`src/hw/pmc_pkg.sv`:
```
// package for the power-managed clock mode controller
package pmc_pkg;

	// clock-select field encodings
	localparam logic [1:0] SEL_PRIMARY   = 2'h0;
	localparam logic [1:0] SEL_SECONDARY = 2'h1;
	localparam logic [1:0] SEL_PRIMARY_IDLE_MODE  = 2'h2;
	localparam logic [1:0] SEL_INTERNAL  = 2'h3;

	// register offsets
	localparam logic [3:0] OFS_CTRL   = 4'h0;
	localparam logic [3:0] OFS_STATUS = 4'h4;
	localparam logic [3:0] OFS_DELAY  = 4'h8;

	// control field positions
	localparam int CTRL_SEL_LSB   = 0;
	localparam int CTRL_IDLE_BIT  = 2;
	localparam int CTRL_T1EN_BIT  = 3;
	localparam int CTRL_SLEEP_BIT = 8;

	// reset values
	localparam logic [1:0]  RST_SEL   = 2'h0;
	localparam logic [15:0] RST_DELAY = 16'h000A;

	// clock source of the device clock
	typedef enum logic [2:0] {
		SRC_PRI = 3'b001,
		SRC_INT = 3'b010,
		SRC_T1  = 3'b100
	} pmc_src_t;

	// clock gating outputs
	typedef struct packed {
		logic cpu_en;
		logic per_en;
		logic pri_osc_en;
		logic int_osc_en;
		logic t1_osc_en;
	} pmc_gate_t;

endpackage : pmc_pkg

```
`src/hw/pmc_ctrl.sv`:
```
// power-managed clock mode controller
`timescale 1ns/100ps
// Summary of operation
// - internal run: cpu and peripherals on internal oscillator, primary stopped
// - select field 11 chooses internal oscillator run
// - on switch to internal, primary stops and start status clears
// - leaving internal for primary waits on primary ready before switching
// - switch to primary complete sets start status, primary drives clock
// - hardware switch leaves idle enable and select field untouched
// - internal oscillator kept running while watchdog or monitor enabled
// - primary idle keeps primary clock running
// - primary idle halts cpu, peripherals on primary, start status stays
// - wake in primary idle restarts cpu after start delay
// - wake from primary idle keeps status, idle enable and select
// - secondary idle halts cpu, peripherals on timer1 oscillator
// - switch to timer1 stops primary, clears start status, sets secondary running
// - wake in secondary idle resumes cpu on timer1 after delay, settings kept
// - power-save ignored for secondary idle when timer1 enable clear
// - on secondary idle entry, peripheral clocks withheld until timer1 oscillator runs

// mode flow
//   run: source follows the select field, timer1 only with timer1 enable set (else primary); internal and timer1 switch at once
//   primary wait: the current source (internal or timer1) keeps the clock until the synchronised ready arrives
//   timer1 wait: sleep taken but peripherals gated until timer1 runs
//   idle: cpu gated, peripherals stay on the current source
//   start: wake seen, delay counter runs down before the cpu restarts
// hazards
//   ready and wake pins are synchronised, so they lag the pins by 3 to 4 cycles
//   software must let a ready pin settle before it asks for a switch
//   the sleep bit acts on the select and idle enable held before the write
//   select 10 outside idle behaves as primary run
//   sleep with idle enable clear is ignored, full sleep is not modelled
//   gate outputs are registered, one cycle behind state and source
//   source output is the source register src_q itself, no extra delay
// register map
//   control: select [1:0], idle enable [2], timer1 enable [3], sleep [8]
//   status: start status [0], secondary running [1], state [6:2], source [9:7]
//   delay: start delay cycles [15:0]
//   unmapped reads return zero, unmapped writes are dropped
module pmc_ctrl #(
	parameter int DLY_W = 16    // width of start delay counter
) (
	input  wire logic             sys_clk_i,     // 100 MHz clock
	input  wire logic             sys_rst_i,     // async reset, active high
	input  wire logic             clk_en_i,      // freezes all state when low
	input  wire logic [3:0]       reg_addr_i,    // register address
	input  wire logic [31:0]      reg_wdata_i,   // write data
	input  wire logic             reg_wr_i,      // write strobe
	input  wire logic             reg_rd_i,      // read strobe
	output logic      [31:0]      reg_rdata_o,   // read data, next cycle
	input  wire logic             wake_i,        // wake event pin
	input  wire logic             pri_rdy_i,     // primary oscillator ready pin
	input  wire logic             t1_rdy_i,      // timer1 oscillator running pin
	input  wire logic             wdt_en_i,      // watchdog enabled
	input  wire logic             fscm_en_i,     // fail-safe monitor enabled
	output pmc_pkg::pmc_gate_t    gate_o,        // clock enables
	output pmc_pkg::pmc_src_t     src_o          // selected device clock source
);

	////////////////////////////////////////////////////////////////////////////
	// pin synchronisers: three stages, change counted when 2 and 3 agree
	logic [2:0] sync_q [3];
	logic [2:0] sync_d [3];
	logic [2:0] pin_in;
	logic [2:0] flt_q, flt_d;
	assign pin_in = {t1_rdy_i, pri_rdy_i, wake_i};

	// next values of the synchroniser chains and filtered levels
	always_comb begin
		for (int i = 0; i < 3; i++) begin
			// shift the pin in; accept a level once stages two and three agree
			sync_d[i] = {sync_q[i][1:0], pin_in[i]};
			flt_d[i]  = (sync_q[i][1] == sync_q[i][2]) ? sync_q[i][2] : flt_q[i];
		end
	end

	// synchroniser registers
	always_ff @(posedge sys_clk_i or posedge sys_rst_i) begin
		if (sys_rst_i) begin
			for (int i = 0; i < 3; i++) begin
				sync_q[i] <= 3'h0;
			end
			flt_q <= 3'h0;
		end else if (clk_en_i) begin
			sync_q <= sync_d;
			flt_q  <= flt_d;
		end
	end

	// synchronised levels and the wake edge
	logic wake_s, pri_rdy_s, t1_rdy_s;
	logic wake_prev_q, wake_prev_d;
	logic wake_ev;
	assign wake_s    = flt_q[0];
	assign pri_rdy_s = flt_q[1];
	assign t1_rdy_s  = flt_q[2];
	assign wake_ev   = wake_s & ~wake_prev_q;

	////////////////////////////////////////////////////////////////////////////
	// mode state machine
	// one-hot mode states
	typedef enum logic [4:0] {
		ST_RUN      = 5'b00001,
		ST_PRI_WAIT = 5'b00010,
		ST_IDLE     = 5'b00100,
		ST_T1_WAIT  = 5'b01000,
		ST_START    = 5'b10000
	} pmc_state_t;

	pmc_state_t        state_q, state_d;
	pmc_pkg::pmc_src_t src_q, src_d;
	// software settings
	logic [1:0]        sel_q, sel_d;
	logic              idle_en_q, idle_en_d;
	logic              t1_en_q, t1_en_d;
	// hardware status
	logic              oscillator_start_status_q, oscillator_start_status_d;
	logic              secondary_clock_running_q, secondary_clock_running_d;
	// start delay and its counter
	logic [DLY_W-1:0]  dly_q, dly_d;
	logic [DLY_W-1:0]  cnt_q, cnt_d;
	// decoded requests
	logic              sleep_req;
	logic              secondary_idle_mode;

	// power-save request: sleep bit written to control
	assign sleep_req = reg_wr_i && (reg_addr_i == pmc_pkg::OFS_CTRL)
	                   && reg_wdata_i[pmc_pkg::CTRL_SLEEP_BIT];

	// next mode, source, status and register values
	always_comb begin
		state_d     = state_q;
		src_d       = src_q;
		sel_d       = sel_q;
		idle_en_d   = idle_en_q;
		t1_en_d     = t1_en_q;
		oscillator_start_status_d      = oscillator_start_status_q;
		secondary_clock_running_d     = secondary_clock_running_q;
		dly_d       = dly_q;
		cnt_d       = cnt_q;
		wake_prev_d = wake_s;

		// software writes; hardware switches never touch these
		if (reg_wr_i && reg_addr_i == pmc_pkg::OFS_CTRL) begin
			sel_d     = reg_wdata_i[pmc_pkg::CTRL_SEL_LSB +: 2];
			idle_en_d = reg_wdata_i[pmc_pkg::CTRL_IDLE_BIT];
			t1_en_d   = reg_wdata_i[pmc_pkg::CTRL_T1EN_BIT];
		end else if (reg_wr_i && reg_addr_i == pmc_pkg::OFS_DELAY) begin
			dly_d = reg_wdata_i[DLY_W-1:0];
		end

		case (state_q)
			ST_RUN: begin
				// source follows the select field
				if (sel_q == pmc_pkg::SEL_INTERNAL) begin
					src_d  = pmc_pkg::SRC_INT;
					oscillator_start_status_d = 1'b0;
				end else if (sel_q == pmc_pkg::SEL_SECONDARY && t1_en_q) begin
					src_d   = pmc_pkg::SRC_T1;
					oscillator_start_status_d  = 1'b0;
					secondary_clock_running_d = 1'b1;
				end else if (src_q != pmc_pkg::SRC_PRI) begin
					state_d = ST_PRI_WAIT;
				end
				// secondary running drops once timer1 is neither the source nor selected
				if (src_q != pmc_pkg::SRC_T1 && sel_q != pmc_pkg::SEL_SECONDARY) begin
					secondary_clock_running_d = 1'b0;
				end
				// power-save, judged on settings held before this write
				if (sleep_req && idle_en_q) begin
					if (sel_q == pmc_pkg::SEL_SECONDARY && !t1_en_q) begin
						state_d = ST_RUN;
					end else if (sel_q == pmc_pkg::SEL_SECONDARY && !t1_rdy_s) begin
						state_d = ST_T1_WAIT;
					end else begin
						state_d = ST_IDLE;
					end
				end
			end
			ST_PRI_WAIT: begin
				// the current source keeps the clock until primary is ready
				if (pri_rdy_s) begin
					src_d   = pmc_pkg::SRC_PRI;
					oscillator_start_status_d  = 1'b1;
					secondary_clock_running_d = 1'b0;
					state_d = ST_RUN;
				end
			end
			ST_T1_WAIT: begin
				// peripherals held off until timer1 oscillates
				if (t1_rdy_s) begin
					src_d   = pmc_pkg::SRC_T1;
					oscillator_start_status_d  = 1'b0;
					secondary_clock_running_d = 1'b1;
					state_d = ST_IDLE;
				end
			end
			ST_IDLE: begin
				// cpu halted, wait for a wake edge
				if (wake_ev) begin
					cnt_d   = dly_q;
					state_d = ST_START;
				end
			end
			ST_START: begin
				// count down the start delay
				if (cnt_q == '0) begin
					state_d = ST_RUN;
				end else begin
					cnt_d = cnt_q - 1'b1;
				end
			end
			default: state_d = ST_RUN;
		endcase
	end

	// mode registers
	always_ff @(posedge sys_clk_i or posedge sys_rst_i) begin
		if (sys_rst_i) begin
			// power-up waits on primary with the internal clock running
			state_q     <= ST_PRI_WAIT;
			src_q       <= pmc_pkg::SRC_INT;
			sel_q       <= pmc_pkg::RST_SEL;
			idle_en_q   <= 1'b0;
			t1_en_q     <= 1'b0;
			oscillator_start_status_q      <= 1'b0;
			secondary_clock_running_q     <= 1'b0;
			dly_q       <= DLY_W'(pmc_pkg::RST_DELAY);
			cnt_q       <= '0;
			wake_prev_q <= 1'b0;
		end else if (clk_en_i) begin
			state_q     <= state_d;
			src_q       <= src_d;
			sel_q       <= sel_d;
			idle_en_q   <= idle_en_d;
			t1_en_q     <= t1_en_d;
			oscillator_start_status_q      <= oscillator_start_status_d;
			secondary_clock_running_q     <= secondary_clock_running_d;
			dly_q       <= dly_d;
			cnt_q       <= cnt_d;
			wake_prev_q <= wake_prev_d;
		end
	end

	////////////////////////////////////////////////////////////////////////////
	// clock gating outputs and read data
	pmc_pkg::pmc_gate_t gate_d, gate_q;
	logic [31:0]        rdata_d, rdata_q;
	assign secondary_idle_mode = (src_q == pmc_pkg::SRC_T1);

	// next gate enables
	always_comb begin
		gate_d.cpu_en     = (state_q == ST_RUN) || (state_q == ST_PRI_WAIT);
		gate_d.per_en     = (state_q != ST_T1_WAIT);
		gate_d.pri_osc_en = (src_q == pmc_pkg::SRC_PRI)
		                    || (state_q == ST_PRI_WAIT);
		gate_d.int_osc_en = (src_q == pmc_pkg::SRC_INT) || (state_q == ST_PRI_WAIT)
		                    || wdt_en_i || fscm_en_i;
		gate_d.t1_osc_en  = t1_en_q || secondary_idle_mode;
	end

	// next read data
	always_comb begin
		rdata_d = 32'h0000_0000;
		if (reg_rd_i) begin
			if (reg_addr_i == pmc_pkg::OFS_CTRL) begin
				// control register
				rdata_d[pmc_pkg::CTRL_SEL_LSB +: 2] = sel_q;
				rdata_d[pmc_pkg::CTRL_IDLE_BIT]     = idle_en_q;
				rdata_d[pmc_pkg::CTRL_T1EN_BIT]     = t1_en_q;
			end else if (reg_addr_i == pmc_pkg::OFS_STATUS) begin
				// status register
				rdata_d[0]   = oscillator_start_status_q;
				rdata_d[1]   = secondary_clock_running_q;
				rdata_d[6:2] = state_q;
				rdata_d[9:7] = src_q;
			end else if (reg_addr_i == pmc_pkg::OFS_DELAY) begin
				// delay register
				rdata_d[DLY_W-1:0] = dly_q;
			end
		end
	end

	// output registers
	always_ff @(posedge sys_clk_i or posedge sys_rst_i) begin
		if (sys_rst_i) begin
			// all clocks gated during reset
			gate_q  <= '0;
			rdata_q <= 32'h0000_0000;
		end else if (clk_en_i) begin
			gate_q  <= gate_d;
			rdata_q <= rdata_d;
		end
	end

	// outputs straight from registers
	assign gate_o      = gate_q;
	assign src_o       = src_q;
	assign reg_rdata_o = rdata_q;

endmodule : pmc_ctrl

```
`config.mk`:
```
export PLATFORM = sky130hd
export DESIGN_NAME = pmc_ctrl
export DESIGN_NICKNAME = d
export VERILOG_FILES = /design/src/hw/pmc_pkg.sv /design/src/hw/pmc_ctrl.sv
export SDC_FILE = /design/constraint.sdc
export NUM_CORES = 1
export LEC_CHECK = 0
export BUFFER_PORTS_ARGS = -buffer_cell sky130_fd_sc_hd__buf_2
export CAP_MARGIN = 10
export CORE_MARGIN = 5
export CORE_UTILIZATION = 45
export CTS_BUF_LIST = sky130_fd_sc_hd__clkbuf_4 sky130_fd_sc_hd__clkbuf_8 sky130_fd_sc_hd__clkbuf_16
export DETAILED_ROUTE_END_ITERATION = 8
export PLACE_DENSITY_LB_ADDON = 0.25
export SYNTH_ARGS = -nofsm -noshare
export SYNTH_HDL_FRONTEND = slang
export SYNTH_SLANG_ARGS = --single-unit
```
`constraint.sdc`:
```
create_clock -name sys_clk_i -period 2.3 [get_ports sys_clk_i]
set_input_delay 0.23 -clock sys_clk_i [delete_from_list [all_inputs] [get_ports sys_clk_i]]
set_output_delay 0.23 -clock sys_clk_i [all_outputs]
set_load 0.01 [all_outputs]
```
# Word-level counts from Yosys, hierarchy flattened

Cells that the tools add are included.

Add/subtract/negate cells: 1
Eq/ne operators: 30
Muxes and demuxes: 36
Bitwise logic cells: 3
Reduce and logical (&&, ||, !) cells: 29

Operators with widths:

| operator                | count |
|---|---|
| $mux W16                | 4 |
| $mux W5                 | 8 |
| $pmux W16 S2            | 1 |
| $pmux W5 S5             | 1 |
| $ne A3 B3 Y1 const B    | 7 |
| $logic_not A16 Y1       | 1 |
| $sub A16 B1 Y16 const B | 1 |
| $mux W12                | 1 |
| $mux W3                 | 4 |
| $mux W4                 | 3 |
| $mux W10                | 1 |
| $ne A2 B2 Y1 const B    | 5 |
| $mux W1                 | 9 |
| $pmux W3 S3             | 1 |
| $logic_and A1 B1 Y1     | 8 |
| $reduce_and A2 Y1       | 4 |
| $reduce_and A8 Y1       | 1 |
| $logic_or A1 B1 Y1      | 6 |
| $mux W6                 | 1 |
| $pmux W1 S3             | 2 |
| $reduce_and A6 Y1       | 1 |
| $eq A5 B1 Y1 const B    | 1 |
| $eq A5 B2 Y1 const B    | 1 |
| $eq A5 B3 Y1 const B    | 1 |
| other kinds (22)        | 26 |

Bits in registers: 80
Input port bits: 46
Output and inout bits: 40
Word-level logic and storage cells: 121

# Longest topological paths before layout

Gate-level depths: netlist of the first run.

Depth in word-level cells: 6
Mapped depth: 8
Mapped depth without buffers: 7

# Worst setup path after synthesis of the first run

OpenSTA, ideal clock, no wires.

Path kind: flip-flop to flip-flop
Start point: register cnt_q[0]
End point: register cnt_q[10]
Library setup time: 0.121 ns
Data arrival time: 1.820 ns
Slack: 0.359 ns
Cell stages (with the launch flop): 8
Path buffers: 0
Period minus slack after synthesis: 1.941 ns
Path through: dfrtp_1 inv_1 ha_1 or3b_2 nor3_1 nand2_1 o22a_1 o22a_1

Word-level cells in the longest chain between the ends: 3

Ends and longest elaborated chain:

| what                                                 | RTL line                         | text |
|---|---|---|
| start, declared                                      | pmc_ctrl.sv:121                  | `logic [DLY_W-1:0] cnt_q, cnt_d;` |
| start signal, assigned                               | pmc_ctrl.sv:240                  | `cnt_q <= cnt_d;` |
| $sub A16 B1 Y16 or $logic_not A16 Y1 (tied branches) | pmc_ctrl.sv:210, pmc_ctrl.sv:207 |  |
| $mux W16 or $ne A2 B2 Y1 (tied branches)             | --                               |  |
| $pmux W16 S2 or $reduce_and A4 Y1 (tied branches)    | --                               |  |

Several ways; a longest one is shown, not always the timed one. The select of a mux whose other input is x is not followed.
A chain may end at the register's enable or synchronous reset.

# Worst setup path in the final report of the first run

Start point: register cnt_q[2]
End point: register cnt_q[9]

The elaborated chain is that of the path after synthesis.

==> impl_results.md, run 1 <==
- Clock Latency Late Sink: 0.35 ns
- Number of synthesized flops with an enable pin: 0
- Port Buf Inserts: 53
- Hold Path Class: in -> reg
- Relative slew slack: a little under 60%
- Layout Nets: ~500
- Max clock buf depth: 2
- Flop pwr share: 46.6%
- Fin. Hold Viols: 0
- First-pass GRT wire length: ~16,000 µm
- H-tree Lvls: 3
- # rows: 34
- Max cap viols: 0
- Post-synthesis sequential area ratio: 49.13%
- Post-synthesis instance total: 394
- Combinational share of power: 20.2%
- CTS Root Cell: clkbuf_8
- Largest net degree at the start of global routing: 48
- Register bit count reported by yosys: 80
- Drt via density: around 5.5
- Die ar.: about 11,000 µm²
- # IOs: 86
- Top Metal Used: met4
- Initial Utilization: between 40% and 50%
- YS warnings: 0
- Vias in the first global route: 3,194
- Psw: 1.084 mW
- Crit path capture type: flop
- Asr flop ratio synth: 100.0%
- Max Fclk: 0.4702 GHz
- CP required: 2.54 ns
- Drc violations: 0
- Status: finished clean
- Pins over their slew limit: 0
- Met1 wire length: 4147 µm
- Setup TNS: 0 ns
- Met3 Wirelength: 379 µm
- Num CTS Buffers: 9
- Top cells by area, synth: dfrtp_1 (47%), mux2_2 (9.9%), buf_4 (3.1%), nor2_1 (2.9%), a21oi_1 (2.7%)
- Critical path class: reg -> reg
- CTS tree: built
- Clock power share: between 30% and 40%
- Commonest non-fill, non-tap cell in the layout: dfrtp_1
- Drt pass-1 iters: 4
- Die W: 105.3 µm
- Global Route Usage Sum: ~17%
- Final std cells w/o fill: approximately 570
- Cell taking the most area after synthesis: dfrtp_1
- Min Clock Period, post-route: around 2.1 ns
- WL per Instance: 16.13 µm
- PD cells: 818.6 nW/µm²
- Top cell type's share of synthesized area: between 40% and 50%
- Power Internal: roughly 2.8 mW
- Antenna cells: 0
- RSZ-0062 raised after global routing: no
- Met2 WL: 4453 µm
- Final GP Congestion: approximately 0.84
- Cell leakage power: between 2 and 2.5 nW
- Initial antenna violation count: 0
- Clock skew: 0.01041 ns
- Vias: 3,116
- Worst-case vdd ir drop: between 0.5 and 0.6 mV
- Most frequent cells in the layout: dfrtp_1 (76), buf_2 (53), mux2_2 (36), nor2_1 (32), nand2_1 (27)
- Post-Synthesis Cell Area: approximately 4000 µm²
- Drt total wl: 9145 µm
- Clock sink total: 80
- Critical Path Fanout Max: 9
- Mean Syn Cell Area: 10.37 µm²
- Critical path launch point type: flop
- Switch share: 27.94%
- Period utilization: 92.46%
- Main synth FF type: dfrtp_1
- HPWL Detailed: 6777 µm
- FILL cells: 796
- Clock-pin slew on the worst setup and hold paths: 0.09 ns
- Worst Tran Pin Value: between 0.6 and 0.7 ns
- Share of post-route cells with drive strength above 1: 31.81%
- WP data arrival: 2.37 ns
- Number of DRC markers in iteration 0: 145
- P&R area growth vs syn: 15.99%
- Remaining global-route overflow: 0
- Final ANT Viol Nets: 0
- Distinct cells, synth: 62
- Final setup violating endpoints: 0
- Placed Cells: between 500 and 600
- Core area: 8806 µm²
- Die height: 105.3 µm
-- per-stage QoR --
step / setup slack, ns / util (%) / hold WS [ns] / cell area [µm²] / power, mW
after floorplan: 0.02488 / - / 0.3816 / 4141 / 2.350
after global placement: 0.1900 / 50.80 / 0.3137 / 4473 / 2.601
after detailed placement: 0.1463 / 50.80 / 0.3240 / 4473 / 2.622
after CTS: 0.1181 / 53.75 / 0.09774 / 4733 / 3.911
after global routing: 0.007665 / 53.81 / 0.09081 / 4738 / 4.100
final: 0.1734 / 53.81 / 0.1041 / 4738 / 3.879
-- cell type report --
class                   instances  area, µm²  share of cell area [%]
clock buffers                  13      160.2                   3.380
clock inverters                 3      90.09                   1.901
inverters                      22      83.83                   1.769
multi-input cells             271       1854                   39.13
flip-flops and latches         80       2007                   42.36
well taps                     108      135.1                   2.852
repair buffers                 70      407.9                   8.608
-- synth_stat cells (5+ instances only) --
master	count
a22oi_1	6
clkbuf_1	10
o22ai_1	17
dfrtp_1	76
mux2_2	36
inv_1	22
o21ai_0	19
nand2b_1	5
nand2_1	27
a31oi_1	5
buf_2	8
buf_4	17
nor3_1	5
nor2_1	32
a21oi_1	22
o22a_1	10
-- layer usage --
layer,track usage [%],up-vias
met3,3.851,12
li1,-,1522
met5,0,-
met4,5.342,0
met1,22.57,1523
met2,28.78,59
-- registers in the layout, summed over array words and instances, names as in the netlist, 5 cells and up --
signal	count
cnt_q	16
dly_q	16
reg_rdata_o	16
sync_d	6
gate_o	5
state_q	5
-- timing repair --
item	in CTS	in global routing
gates resized for setup	0	1
setup endpoints to repair	0	1
setup buffers	0	0
hold buffers	1	0
endpoints found under the hold margin	33	0
-- logic make-up (layout without fill, tap and decap cells) --
| logic type | count (synthesis) | after routing | share of synthesized area, % |
|---|---|---|---|
| other | 1 | 16 | 0.09180 |
| AOI/OAI and AO/OA | 103 | 103 | 17.12 |
| DFF | 80 | 80 | 49.13 |
| muxes | 38 | 38 | 10.44 |
| adders and majority gates | 2 | 2 | 0.6125 |
| buffers and inverters | 58 | 108 | 7.136 |
| xor gates and xnor gates | 1 | 1 | 0.2144 |
| and+or+nand+nor | 111 | 111 | 15.25 |
-- worst paths after layout --
kind                                       start                      to  slack [ns]  cells after the start
max                         cnt_q[2]$_DFFE_PP0P_    cnt_q[9]$_DFFE_PP0P_        0.17                      6
min                               reg_wdata_i[4]    dly_q[4]$_DFFE_PP0P_        0.10                      2
max reg2reg                 cnt_q[2]$_DFFE_PP0P_    cnt_q[9]$_DFFE_PP0P_        0.17                      6
min reg2reg                sync_q[8]$_DFFE_PP0P_    flt_q[0]$_DFFE_PP0P_        0.51                      2
max in group asynchronous              sys_rst_i  state_q[1]$_DFFE_PP1P_        1.11                      4
min in group asynchronous              sys_rst_i   sync_d[4]$_DFFE_PP0P_        0.48                      3
-- worst max-delay path, cell delays in order (launching register included) --
cell and delay, ns:
dfrtp_1 0.48, nor4_1 0.45, nand4_1 0.24, o21ai_2 0.37, buf_4 0.24, a21oi_1 0.05
o22a_1 0.20
-- power groups by stage --
stage	combinational, mW	sequential, mW	clock [mW]
2_1_floorplan	0.558	1.79	0
3_3_place_gp	0.771	1.83	0
3_5_place_dp	0.785	1.84	0
4_1_cts	0.795	1.81	1.31
5_1_grt	0.878	1.85	1.38
6_report	0.784	1.81	1.29
Power figures use the tool's default switching activity.
==> inputs of run 2 (changes only) <==
--- a/config.mk
+++ b/config.mk
@@ -11,6 +11,7 @@
 export CORE_UTILIZATION = 45
 export CTS_BUF_LIST = sky130_fd_sc_hd__clkbuf_4 sky130_fd_sc_hd__clkbuf_8 sky130_fd_sc_hd__clkbuf_16
 export DETAILED_ROUTE_END_ITERATION = 8
+export GPL_TIMING_DRIVEN = 0
 export PLACE_DENSITY_LB_ADDON = 0.25
 export SYNTH_ARGS = -nofsm -noshare
 export SYNTH_HDL_FRONTEND = slang
==> impl_results.md, run 2 (synthesis gave the netlist of run 1 again) <==
- Remaining global-route overflow: 0 (unchanged)
- Clock sink total: 80 (unchanged)
- Crit path capture type: flop
- Worst Tran Pin Value: 0.9407 ns (+0.3324 ns)
- Status: finished clean
- H-tree Lvls: 3 (unchanged)
- Relative slew slack: 37.12% (-22 points)
- Die height: 105.3 µm (unchanged)
- Die ar.: 11,080 µm² (unchanged)
- Fin Hold WS: 0.1058 ns (+0.001796 ns)
- Core area: 8806 µm² (unchanged)
- CTS tree: built
- Initial Utilization: 46.39% (unchanged)
- WP data arrival: 2.34 ns (-0.03 ns)
- Max Fclk: 0.4748 GHz (+0.98%)
- Num CTS Buffers: 9 (unchanged)
- Clock-pin slew on the worst setup and hold paths: 0.08 ns (about the same)
- Initial antenna violation count: 0 (unchanged)
- Largest stage delay on the critical path: 0.44 ns (-0.04 ns)
- Drt total wl: 9837 µm (+7.6%)
- Cell leakage power: 2.207 nW (+2.5%)
- Most frequent cells in the layout: dfrtp_1 (76), buf_2 (60), mux2_2 (36), nor2_1 (32), nand2_1 (27)
- Number of DRC markers in iteration 0: 198 (+37%)
- # IOs: 86 (unchanged)
- Drt via density: 5.555 (+1.1%)
- Place WS: 0.1100 ns (-0.03634 ns)
- Share of post-route cells with drive strength above 1: 32.36% (+0.55 points)
- HPWL Detailed: 7358 µm (+8.6%)
- Hold Path Class: in -> reg
- CTS Root Cell: clkbuf_8
- Vias in the first global route: 3,272 (+2.4%)
- Dpl cell area: 4567 µm² (+2.1%)
- PnR worst setup slack: 0.1940 ns (+0.02066 ns)
- Clock Latency Late Sink: 0.35 ns (about the same)
- Pins over their slew limit: 0 (unchanged)
- Worst-path cell chain: inv_1, ha_1, nor4b_1, nand4_1, o21ai_2, buf_2, a21oi_1, o22a_1
- Final ANT Viol Nets: 0 (unchanged)
- Critical path launch point type: flop
- Fin. Hold Viols: 0 (unchanged)
- # rows: 34 (unchanged)
- Vias: 3,261 (+4.7%)
- Drc violations: 0 (unchanged)
- CP required: 2.54 ns (about the same)
- Global Route Usage Sum: 17.99% (+0.70 points)
- P&R area growth vs syn: 17.73%
- RSZ-0062 raised after global routing: yes
- Final GP Congestion: 0.8720 (+4.1%)
- Largest net degree at the start of global routing: 49 (+2.1%)
- Port Buf Inserts: 52 (-1.9%)
- WL per Instance: 16.76 µm (+3.9%)
- PD cells: 782.8 nW/µm² (-4.4%)
- Antenna cells: 0 (unchanged)
- Crit-path slowest cell: dfrtp_1
- Commonest non-fill, non-tap cell in the layout: dfrtp_1
- Drt pass-1 iters: 5 (+1)
- Final setup violating endpoints: 0 (unchanged)
- Max cap viols: 0 (unchanged)
- Period utilization: 91.56% (-0.90 points)
- Max clock buf depth: 2 (unchanged)
- Worst-case vdd ir drop: 0.5474 mV (+6.0%)
- Critical path class: reg -> reg
- Min Clock Period, post-route: 2.106 ns (-0.02066 ns)
- Die W: 105.3 µm (unchanged)
- First-pass GRT wire length: 16,280 µm (+4.2%)
- Layout Nets: 522 (+4.0%)
- Clock skew: 0.008527 ns (-0.001879 ns)
- Critical Path Fanout Max: 10 (+1)
- Design area: 4810 µm² (+1.5%)
run 2: cell count changes in the layout (fill, tap and decap cells not counted), sizes merged:
cell / previous run / this run
inv: 21 / 22
bufinv: 3 / 2
clkinv: 1 / 2
clkbuf: 13 / 22
buf: 69 / 79
run 2: layer usage:
metal	part of all wire (%)	global-route usage (%)
met5	0	0
met4	1.9	4.686
met3	4.6	3.851
met2	50	30.78
met1	44	23.23
run 2: critical path, delay by kind of cell (launching register included):
family                   cells  cell delay, ns
flip-flops                   1            0.44
adder cells (fa/ha/maj)      1            0.17
AO/OA/AOI/OAI                3            0.53
AND/OR/NAND/NOR              2            0.48
buffers and inverters        2            0.37
run 2: worst paths after layout:
path,slack (ns),from,cells after the start,end
setup / recovery,0.19,cnt_q[0]$_DFFE_PP0P_,8,cnt_q[15]$_DFFE_PP0P_
hold / removal,0.11,reg_wdata_i[9],2,dly_q[9]$_DFFE_PP0P_
setup reg to reg,0.19,cnt_q[0]$_DFFE_PP0P_,8,cnt_q[15]$_DFFE_PP0P_
hold reg to reg,0.51,sync_q[8]$_DFFE_PP0P_,2,flt_q[0]$_DFFE_PP0P_
max in group asynchronous,1.22,sys_rst_i,4,src_o[1]$_DFFE_PP1P_
min in group asynchronous,0.43,sys_rst_i,3,sync_q[2]$_DFFE_PP0P_
run 2: power by group:
part           internal (mW)  total, mW  switching [mW]
clock                  0.663       1.17           0.505
combinational          0.380      0.783           0.402
sequential              1.62       1.81           0.196
run 2: through the flow:
stage                     std cells  utilization (%)  setup TNS [ns]  power [mW]
after global routing            587            54.62      -0.0003311       3.968
final                           587            54.62               0       3.765
after global placement          569            51.52          -68.69       2.584
after CTS                       587            54.50               0       3.789
after detailed placement        570            51.86               0       2.623
after floorplan                 409                -               0       2.350
run 2: area by class of cell:
cell class | instances | area, µm²
repair buffers | 54 | 297.8
multi-input cells | 271 | 1853
flip-flops and latches | 80 | 2007
inverters | 22 | 85.08
clock inverters | 4 | 70.07
clock buffers | 12 | 152.6
fillers | 810 | 3996
plain buffers | 36 | 209.0
well taps | 108 | 135.1
run 2: repair_timing:
| action | 4_1_cts | 5_1_grt |
|---|---|---|
| resized for setup | 0 | 2 |
| hold buffers | 1 | 0 |
| setup buffers | 0 | 0 |
| endpoints found under the setup margin | 0 | 2 |
| endpoints found under the hold margin | 32 | 0 |
